<file path="src/rtl/sas_pkg.sv">
// Purpose: shared constants for the 8-bit successive-approximation converter sequencer
// Assumes: 32-bit classic Wishbone register access, one clock at 125 MHz
// Notes: register offsets and interrupt register layout are local choices
package sas_pkg;
  localparam int SAS_AW = 4;
  // byte addresses of the word registers
  localparam logic [SAS_AW-1:0] SAS_OFS_RESULT = 4'h0;
  localparam logic [SAS_AW-1:0] SAS_OFS_CSR = 4'h4;
  localparam logic [SAS_AW-1:0] SAS_OFS_IRQ_STAT = 4'h8;
  localparam logic [SAS_AW-1:0] SAS_OFS_IRQ_MASK = 4'hC;
  // control/status field positions
  localparam int SAS_CSR_DONE_BIT = 7;
  localparam int SAS_CSR_ON_BIT = 5;
  localparam int SAS_CSR_CH_LSB = 0;
  localparam int SAS_CH_W = 4;
  localparam logic [7:0] SAS_CSR_RESET = 8'h00;
  localparam logic [7:0] SAS_RESULT_RESET = 8'h00;
  // converter timing
  localparam int SAS_CLK_DIV = 4;
  localparam int SAS_CONV_PERIODS = 12;
  localparam int SAS_APPROX_STEPS = 8;
  localparam int SAS_LOAD_PERIODS = SAS_CONV_PERIODS - SAS_APPROX_STEPS;
  localparam int SAS_STAB_PERIODS = 16;
  // interrupt status bits
  localparam int SAS_IRQ_W = 2;
  localparam int SAS_IRQ_DONE = 0;
  localparam int SAS_IRQ_OVERRUN = 1;
  typedef enum logic [1:0] {SAS_OFF, SAS_STAB, SAS_LOAD, SAS_APPROX} sas_state_t;
endpackage

</file>
<file path="src/rtl/sas_sequencer.sv">
// Purpose: digital sequencer of an 8-bit SAR converter with a Wishbone register slave
// Assumes: comparator output is synchronous to REF_CLK and valid one converter period after DAC change
// Notes: completion flag clears on control/status read; the separate interrupt output is a system add-on
`timescale 1ns/1ps
module sas_sequencer
  import sas_pkg::*;
#(
  parameter int STAB_PERIODS = SAS_STAB_PERIODS
) (
  // clock and reset
  input wire logic REF_CLK,
  input wire logic RST_B,
  // wishbone slave
  input wire logic WB_CYC_I,
  input wire logic WB_STB_I,
  input wire logic WB_WE_I,
  input wire logic [SAS_AW-1:0] WB_ADR_I,
  input wire logic [3:0] WB_SEL_I,
  input wire logic [31:0] WB_DAT_I,
  output logic [31:0] WB_DAT_O,
  output logic WB_ACK_O,
  output logic WB_ERR_O,
  // analog front end
  output logic [SAS_CH_W-1:0] CHANNEL_SELECT,
  output logic SAMPLE_CONNECT,
  output logic CONVERTER_POWER,
  output logic [7:0] DAC_CODE,
  input wire logic COMPARATOR_HIGH,
  // system
  input wire logic HALT_MODE,
  output logic IRQ
);
  sas_state_t state_reg;
  logic [1:0] div_reg;
  logic [3:0] phase_cnt_reg;
  logic [$clog2(STAB_PERIODS+1)-1:0] stab_cnt_reg;
  logic [7:0] trial_reg;
  logic [7:0] result_reg;
  logic on_reg;
  logic done_reg;
  logic [SAS_CH_W-1:0] ch_reg;
  logic [SAS_IRQ_W-1:0] irq_stat_reg;
  logic [SAS_IRQ_W-1:0] irq_mask_reg;
  logic ack_reg;
  logic err_reg;
  logic [31:0] rdata_reg;
  logic tick;
  logic conv_end;
  logic run;
  logic wb_req;
  logic wr_csr;
  logic rd_csr;
  logic rd_stat;
  logic addr_ok;
  logic [7:0] trial_next;
  logic [7:0] csr_view;

  assign wb_req = WB_CYC_I && WB_STB_I && !ack_reg && !err_reg;
  assign addr_ok = (WB_ADR_I == SAS_OFS_RESULT) || (WB_ADR_I == SAS_OFS_CSR) ||
                   (WB_ADR_I == SAS_OFS_IRQ_STAT) || (WB_ADR_I == SAS_OFS_IRQ_MASK);
  assign wr_csr = wb_req && WB_WE_I && WB_SEL_I[0] && (WB_ADR_I == SAS_OFS_CSR);
  assign rd_csr = wb_req && !WB_WE_I && (WB_ADR_I == SAS_OFS_CSR);
  assign rd_stat = wb_req && !WB_WE_I && (WB_ADR_I == SAS_OFS_IRQ_STAT);
  // halt acts as a forced off without touching the software bit
  assign run = on_reg && !HALT_MODE;
  assign tick = (div_reg == 2'(SAS_CLK_DIV - 1));
  assign conv_end = tick && (state_reg == SAS_APPROX) && (phase_cnt_reg == 4'(SAS_APPROX_STEPS - 1));

  // bit six and four are reserved and simply not stored
  always_comb begin
    csr_view = 8'h00;
    csr_view[SAS_CSR_DONE_BIT] = done_reg;
    csr_view[SAS_CSR_ON_BIT] = on_reg;
    csr_view[SAS_CSR_CH_LSB +: SAS_CH_W] = ch_reg;
  end

  // control bits
  always_ff @(posedge REF_CLK) begin
    if (!RST_B) begin
      on_reg <= SAS_CSR_RESET[SAS_CSR_ON_BIT];
      ch_reg <= SAS_CSR_RESET[SAS_CSR_CH_LSB +: SAS_CH_W];
    end else if (wr_csr) begin
      on_reg <= WB_DAT_I[SAS_CSR_ON_BIT];
      ch_reg <= WB_DAT_I[SAS_CSR_CH_LSB +: SAS_CH_W];
    end
  end

  // completion flag: a conversion end in the read cycle wins over the clear
  always_ff @(posedge REF_CLK) begin
    if (!RST_B) begin
      done_reg <= SAS_CSR_RESET[SAS_CSR_DONE_BIT];
    end else if (conv_end) begin
      done_reg <= 1'b1;
    end else if (rd_csr) begin
      done_reg <= 1'b0;
    end
  end

  // converter clock divider, restarted on every start so the first load is immediate
  always_ff @(posedge REF_CLK) begin
    if (!RST_B || !run || state_reg == SAS_OFF) begin
      div_reg <= 2'd0;
    end else begin
      div_reg <= tick ? 2'd0 : div_reg + 2'd1;
    end
  end

  // stabilisation countdown after halt wake-up
  always_ff @(posedge REF_CLK) begin
    if (!RST_B) begin
      stab_cnt_reg <= '0;
    end else if (HALT_MODE) begin
      stab_cnt_reg <= ($bits(stab_cnt_reg))'(STAB_PERIODS);
    end else if (tick && state_reg == SAS_STAB && stab_cnt_reg != '0) begin
      stab_cnt_reg <= stab_cnt_reg - 1'b1;
    end
  end

  always_comb begin
    trial_next = trial_reg;
    // keep the tested bit only if the input is at or above the trial level
    if (!COMPARATOR_HIGH) begin
      trial_next[3'(SAS_APPROX_STEPS - 1) - phase_cnt_reg[2:0]] = 1'b0;
    end
    if (phase_cnt_reg != 4'(SAS_APPROX_STEPS - 1)) begin
      trial_next[3'(SAS_APPROX_STEPS - 2) - phase_cnt_reg[2:0]] = 1'b1;
    end
  end

  // phase sequencer
  always_ff @(posedge REF_CLK) begin
    if (!RST_B || !run) begin
      state_reg <= SAS_OFF;
      phase_cnt_reg <= 4'd0;
      trial_reg <= 8'h00;
    end else begin
      case (state_reg)
        SAS_OFF: begin
          state_reg <= (stab_cnt_reg != '0) ? SAS_STAB : SAS_LOAD;
          phase_cnt_reg <= 4'd0;
        end
        SAS_STAB: begin
          if (tick && stab_cnt_reg == '0) begin
            state_reg <= SAS_LOAD;
          end
        end
        SAS_LOAD: begin
          if (tick) begin
            if (phase_cnt_reg == 4'(SAS_LOAD_PERIODS - 1)) begin
              state_reg <= SAS_APPROX;
              phase_cnt_reg <= 4'd0;
              trial_reg <= 8'h80;
            end else begin
              phase_cnt_reg <= phase_cnt_reg + 4'd1;
            end
          end
        end
        SAS_APPROX: begin
          if (tick) begin
            trial_reg <= trial_next;
            if (conv_end) begin
              state_reg <= SAS_LOAD;
              phase_cnt_reg <= 4'd0;
            end else begin
              phase_cnt_reg <= phase_cnt_reg + 4'd1;
            end
          end
        end
        default: begin
          state_reg <= SAS_OFF;
        end
      endcase
    end
  end

  // result only changes at a conversion end; saturation needs no flag
  always_ff @(posedge REF_CLK) begin
    if (!RST_B) begin
      result_reg <= SAS_RESULT_RESET;
    end else if (conv_end) begin
      result_reg <= trial_next;
    end
  end

  // interrupt status: end of conversion, and end while previous flag still unread
  always_ff @(posedge REF_CLK) begin
    if (!RST_B) begin
      irq_stat_reg <= '0;
      irq_mask_reg <= '0;
    end else begin
      for (int i = 0; i < SAS_IRQ_W; i++) begin
        if (conv_end && (i == SAS_IRQ_DONE || done_reg)) begin
          irq_stat_reg[i] <= 1'b1;
        end else if (rd_stat) begin
          irq_stat_reg[i] <= 1'b0;
        end
      end
      if (wb_req && WB_WE_I && WB_SEL_I[0] && WB_ADR_I == SAS_OFS_IRQ_MASK) begin
        irq_mask_reg <= WB_DAT_I[SAS_IRQ_W-1:0];
      end
    end
  end

  // bus answer one cycle after the request; writes to the result are dropped
  always_ff @(posedge REF_CLK) begin
    if (!RST_B) begin
      ack_reg <= 1'b0;
      err_reg <= 1'b0;
      rdata_reg <= 32'h0000_0000;
    end else begin
      ack_reg <= wb_req && addr_ok;
      err_reg <= wb_req && !addr_ok;
      if (wb_req && !WB_WE_I) begin
        case (WB_ADR_I)
          SAS_OFS_RESULT: rdata_reg <= {24'h00_0000, result_reg};
          SAS_OFS_CSR: rdata_reg <= {24'h00_0000, csr_view};
          SAS_OFS_IRQ_STAT: rdata_reg <= {30'h0000_0000, irq_stat_reg};
          SAS_OFS_IRQ_MASK: rdata_reg <= {30'h0000_0000, irq_mask_reg};
          default: rdata_reg <= 32'h0000_0000;
        endcase
      end
    end
  end

  assign WB_ACK_O = ack_reg;
  assign WB_ERR_O = err_reg;
  assign WB_DAT_O = rdata_reg;
  assign CHANNEL_SELECT = ch_reg;
  assign SAMPLE_CONNECT = (state_reg == SAS_LOAD);
  assign CONVERTER_POWER = (state_reg != SAS_OFF);
  assign DAC_CODE = trial_reg;
  assign IRQ = |(irq_stat_reg & irq_mask_reg);
endmodule

</file>
<file path="config.mk">
export PLATFORM = sky130hd
export DESIGN_NAME = sas_sequencer
export DESIGN_NICKNAME = d
export VERILOG_FILES = /design/src/rtl/sas_pkg.sv /design/src/rtl/sas_sequencer.sv
export SDC_FILE = /design/constraint.sdc
export NUM_CORES = 1
export LEC_CHECK = 0
export BUFFER_PORTS_ARGS = -buffer_cell sky130_fd_sc_hd__clkbuf_2
export CORE_MARGIN = 2
export CORE_UTILIZATION = 52
export DETAILED_ROUTE_END_ITERATION = 6
export HOLD_SLACK_MARGIN = 0.06
export PLACE_DENSITY = 0.82
export SLEW_MARGIN = 20
export SYNTH_ARGS = -nofsm -noshare
export SYNTH_HDL_FRONTEND = slang
export SYNTH_SLANG_ARGS = --single-unit
export TNS_END_PERCENT = 100
</file>
<file path="constraint.sdc">
create_clock -name REF_CLK -period 3.5 [get_ports REF_CLK]
set_input_delay 0.875 -clock REF_CLK [delete_from_list [all_inputs] [get_ports REF_CLK]]
set_output_delay 0.875 -clock REF_CLK [all_outputs]
set_load 0.05 [all_outputs]
</file>
==> run_results.csv <==
group,metric,value,unit
run_status,status,"complete, no violations",
global_routing,grt_max_degree,21,
placed_design,pre_cts_ws,0.9618,ns
timing,drv_slew,0,
timing,min_period,2.312,ns
finish,antenna_cells,0,
yosys,yosysMostFrequentCell,"dfxtp_1",
routing,vias,2082,
timing,slew_headroom,0.4686,
clock_tree,cts_tree,"yes",
placed_design,hpwl,3.580,mm
timing,finalCritPeriodShare,0.6605,
flow_run,cap_violations,0,
routing,viasPerCell,5.465,
routing,dr.pass1.iters,4,
yosys,synth_cell_types,46,
clock_tree,cts-hold-fix-buffers,0,
critical_path,cp_max_fo,16,
global_routing,grtUsageTotal,0.1917,
timing,finalWorstSetupSlack,1.188,ns
critical_path,cp.arrival,1.44,ns
global_routing,antenna_found_initial,0,
critical_path,start_kind,"flip-flop",
finish,regArea,980.9,um^2
clock_tree,cts_root_buf,"clkbuf_8",
yosys,yosysSeqAreaShare,0.3968,
placed_design,port_buffers,41,
floorplanning,ios,96,
power,leakagePower,0.001039,uW
floorplanning,dieArea,0.005322,mm^2
routing,wl_per_cell,13.03,um
yosys,synth.top_cell.area_share,0.3968,
yosys,synth_top_cell_by_area,"dfxtp_1",
yosys,syn_area,0.002472,mm^2
floorplanning,rows,25,
timing,finalSetupViolCount,0,
timing,final_hold_viol_count,0,
finish,final_nets,376,
routing,ant_nets,0,
clock_tree,path_clk_slew,0.10,ns
routing,routed_wl,4.964,mm
timing,max_freq,432.6,MHz
critical_path,crit_type,"flip-flop to output port",
floorplanning,coreArea,0.004661,mm^2
clock_tree,clock_path_buffers,2,
floorplanning,start_util,0.5305,
placed_design,gp_congestion,0.8249,
global_routing,grt_pass1_wl,8.121,mm
yosys,synth_area_per_cell,8.467,um^2
yosys,synth_ff_type,"dfxtp_1",
critical_path,end_kind,"output port",
timing,skew,0.01002,ns
global_routing,gr-total-overflow,0,
finish,drive_above_1_share,0.1804,
yosys,synthTopCellsByCount,"dfxtp_1 (49), nor2_1 (32), nand2_1 (25)",
global_routing,grt_pass1_vias,1853,
floorplanning,die_y,72.96,um
finish,nFillCells,426,
power,totalPowerFinal,1024,uW
min_path,hold_path.class,"flip-flop to flip-flop",
yosys,ys_ff_latch,49,
power,p_per_area,381.3,mW/mm^2
clock_tree,cts-htree-levels,2,
routing,drc,0,
timing,worst_pin_slew,0.7861,ns
clock_tree,clkSinkCount,49,
yosys,async_reset_ff_frac,0,
clock_tree,postCtsSetupRepairBufs,0,
clock_tree,clk_latency,0.31,ns
floorplanning,die_x,72.96,um
finish,area_delta_synth_final,8.603,%
timing,fin_tns_setup,0,ns
yosys,synth.area.top_cells,"dfxtp_1 (40%), buf_4 (7.3%), mux2i_1 (6.5%)",
timing,rsz0062_at_grt,"no",
clock_tree,cts_buffers,5,
power,max-vdd-ir-drop,0.1622,mV
critical_path,required,2.62,ns
clock_tree,ctsResizeCount,0,
finish,multi_input_area,0.001304,mm^2
yosys,syn_inst,292,
yosys,yosys_warnings,0,
routing,drt-initial-drc-count,129,
yosys,synth-edff-count,0,
[layout by cell type, fill, tap and decap left out, drive strengths merged, types with 2 or more instances in the layout]
| cell | count |
|---|---|
| or3 | 6 |
| or2 | 4 |
| nand3 | 7 |
| o21ai | 8 |
| a21oi | 21 |
| xnor2 | 5 |
| nor3 | 11 |
| o31ai | 3 |
| mux2 | 2 |
| inv | 9 |
| a31oi | 4 |
| nor2b | 3 |
| dfxtp | 49 |
| conb | 24 |
| nand2 | 25 |
| nand4 | 3 |
| o22ai | 9 |
| or4 | 2 |
| nand2b | 10 |
| ha | 3 |
| o221ai | 2 |
| nor4b | 3 |
| nor3b | 2 |
| nor2 | 32 |
| o32ai | 2 |
| mux2i | 16 |
| nor4 | 2 |
| clkbuf | 46 |
[stage by stage]
| step | hold slack [ns] | util | cell area (um^2) | instances |
|---|---|---|---|---|
| global route | 0.4538 | 0.5761 | 2685 | 381 |
| detailed placement | 0.4326 | 0.5560 | 2591 | 373 |
| global placement | 0.4210 | 0.5560 | 2591 | 373 |
| floorplan | 0.4080 | - | 2559 | 315 |
| finish | 0.4387 | 0.5761 | 2685 | 381 |
| CTS | 0.4473 | 0.5761 | 2685 | 381 |
[routing by layer]
| layer | routed length (um) | part of all wire | vias to the layer above | GRT usage |
|---|---|---|---|---|
| met5 | 0 | 0 | - | 0 |
| met4 | 82 | 0.017 | 0 | 0.06790 |
| met3 | 242 | 0.049 | 10 | 0.04282 |
| met2 | 2401 | 0.48 | 73 | 0.3172 |
| met1 | 2237 | 0.45 | 945 | 0.2461 |
| li1 | - | - | 1054 | - |
[where the power goes]
group	switching, uW	internal [uW]	leakage, uW
sequential	1.49	560	0.000395
combinational	87.8	16.9	0.000599
clock	212	146	0.0000452
[cells by family (layout without fill, tap and decap cells)]
family	count (synthesis)	count (layout)	synth area share
other cells	1	24	0.001517
buf+inv	45	57	0.1108
compound gates	57	57	0.1422
simple gates	114	114	0.2419
flops	49	49	0.3968
mux	18	18	0.07388
fa+ha+maj	3	3	0.01518
xor+xnor	5	5	0.01771
[worst max-delay path, cell delays in order (launching register included)]
cell,delay [ns]
dfxtp_1,0.62
nor2_1,0.16
inv_1,0.08
clkbuf_2,0.27
[layout make-up]
type,instances,share of cell area
well taps,54,0.02516
repair buffers,42,0.07922
multi-input cells,221,0.4856
clock inverters,3,0.009320
flip-flops and latches,49,0.3653
inverters,7,0.009786
clock buffers,5,0.02563
[final timing paths]
| kind | from | end | slack [ns] | cells past startpoint |
|---|---|---|---|---|
| min | div_reg[0]$_SDFF_PP0_ | div_reg[0]$_SDFF_PP0_ | 0.44 | 1 |
| max | state_reg[1]$_SDFFE_PP0P_ | CONVERTER_POWER | 1.19 | 3 |
| max reg2reg | phase_cnt_reg[0]$_SDFFE_PP0P_ | result_reg[2]$_SDFFE_PN0P_ | 1.50 | 6 |
| min reg2reg | div_reg[0]$_SDFF_PP0_ | div_reg[0]$_SDFF_PP0_ | 0.44 | 1 |
Note: power is estimated with default switching activity, not from simulation.
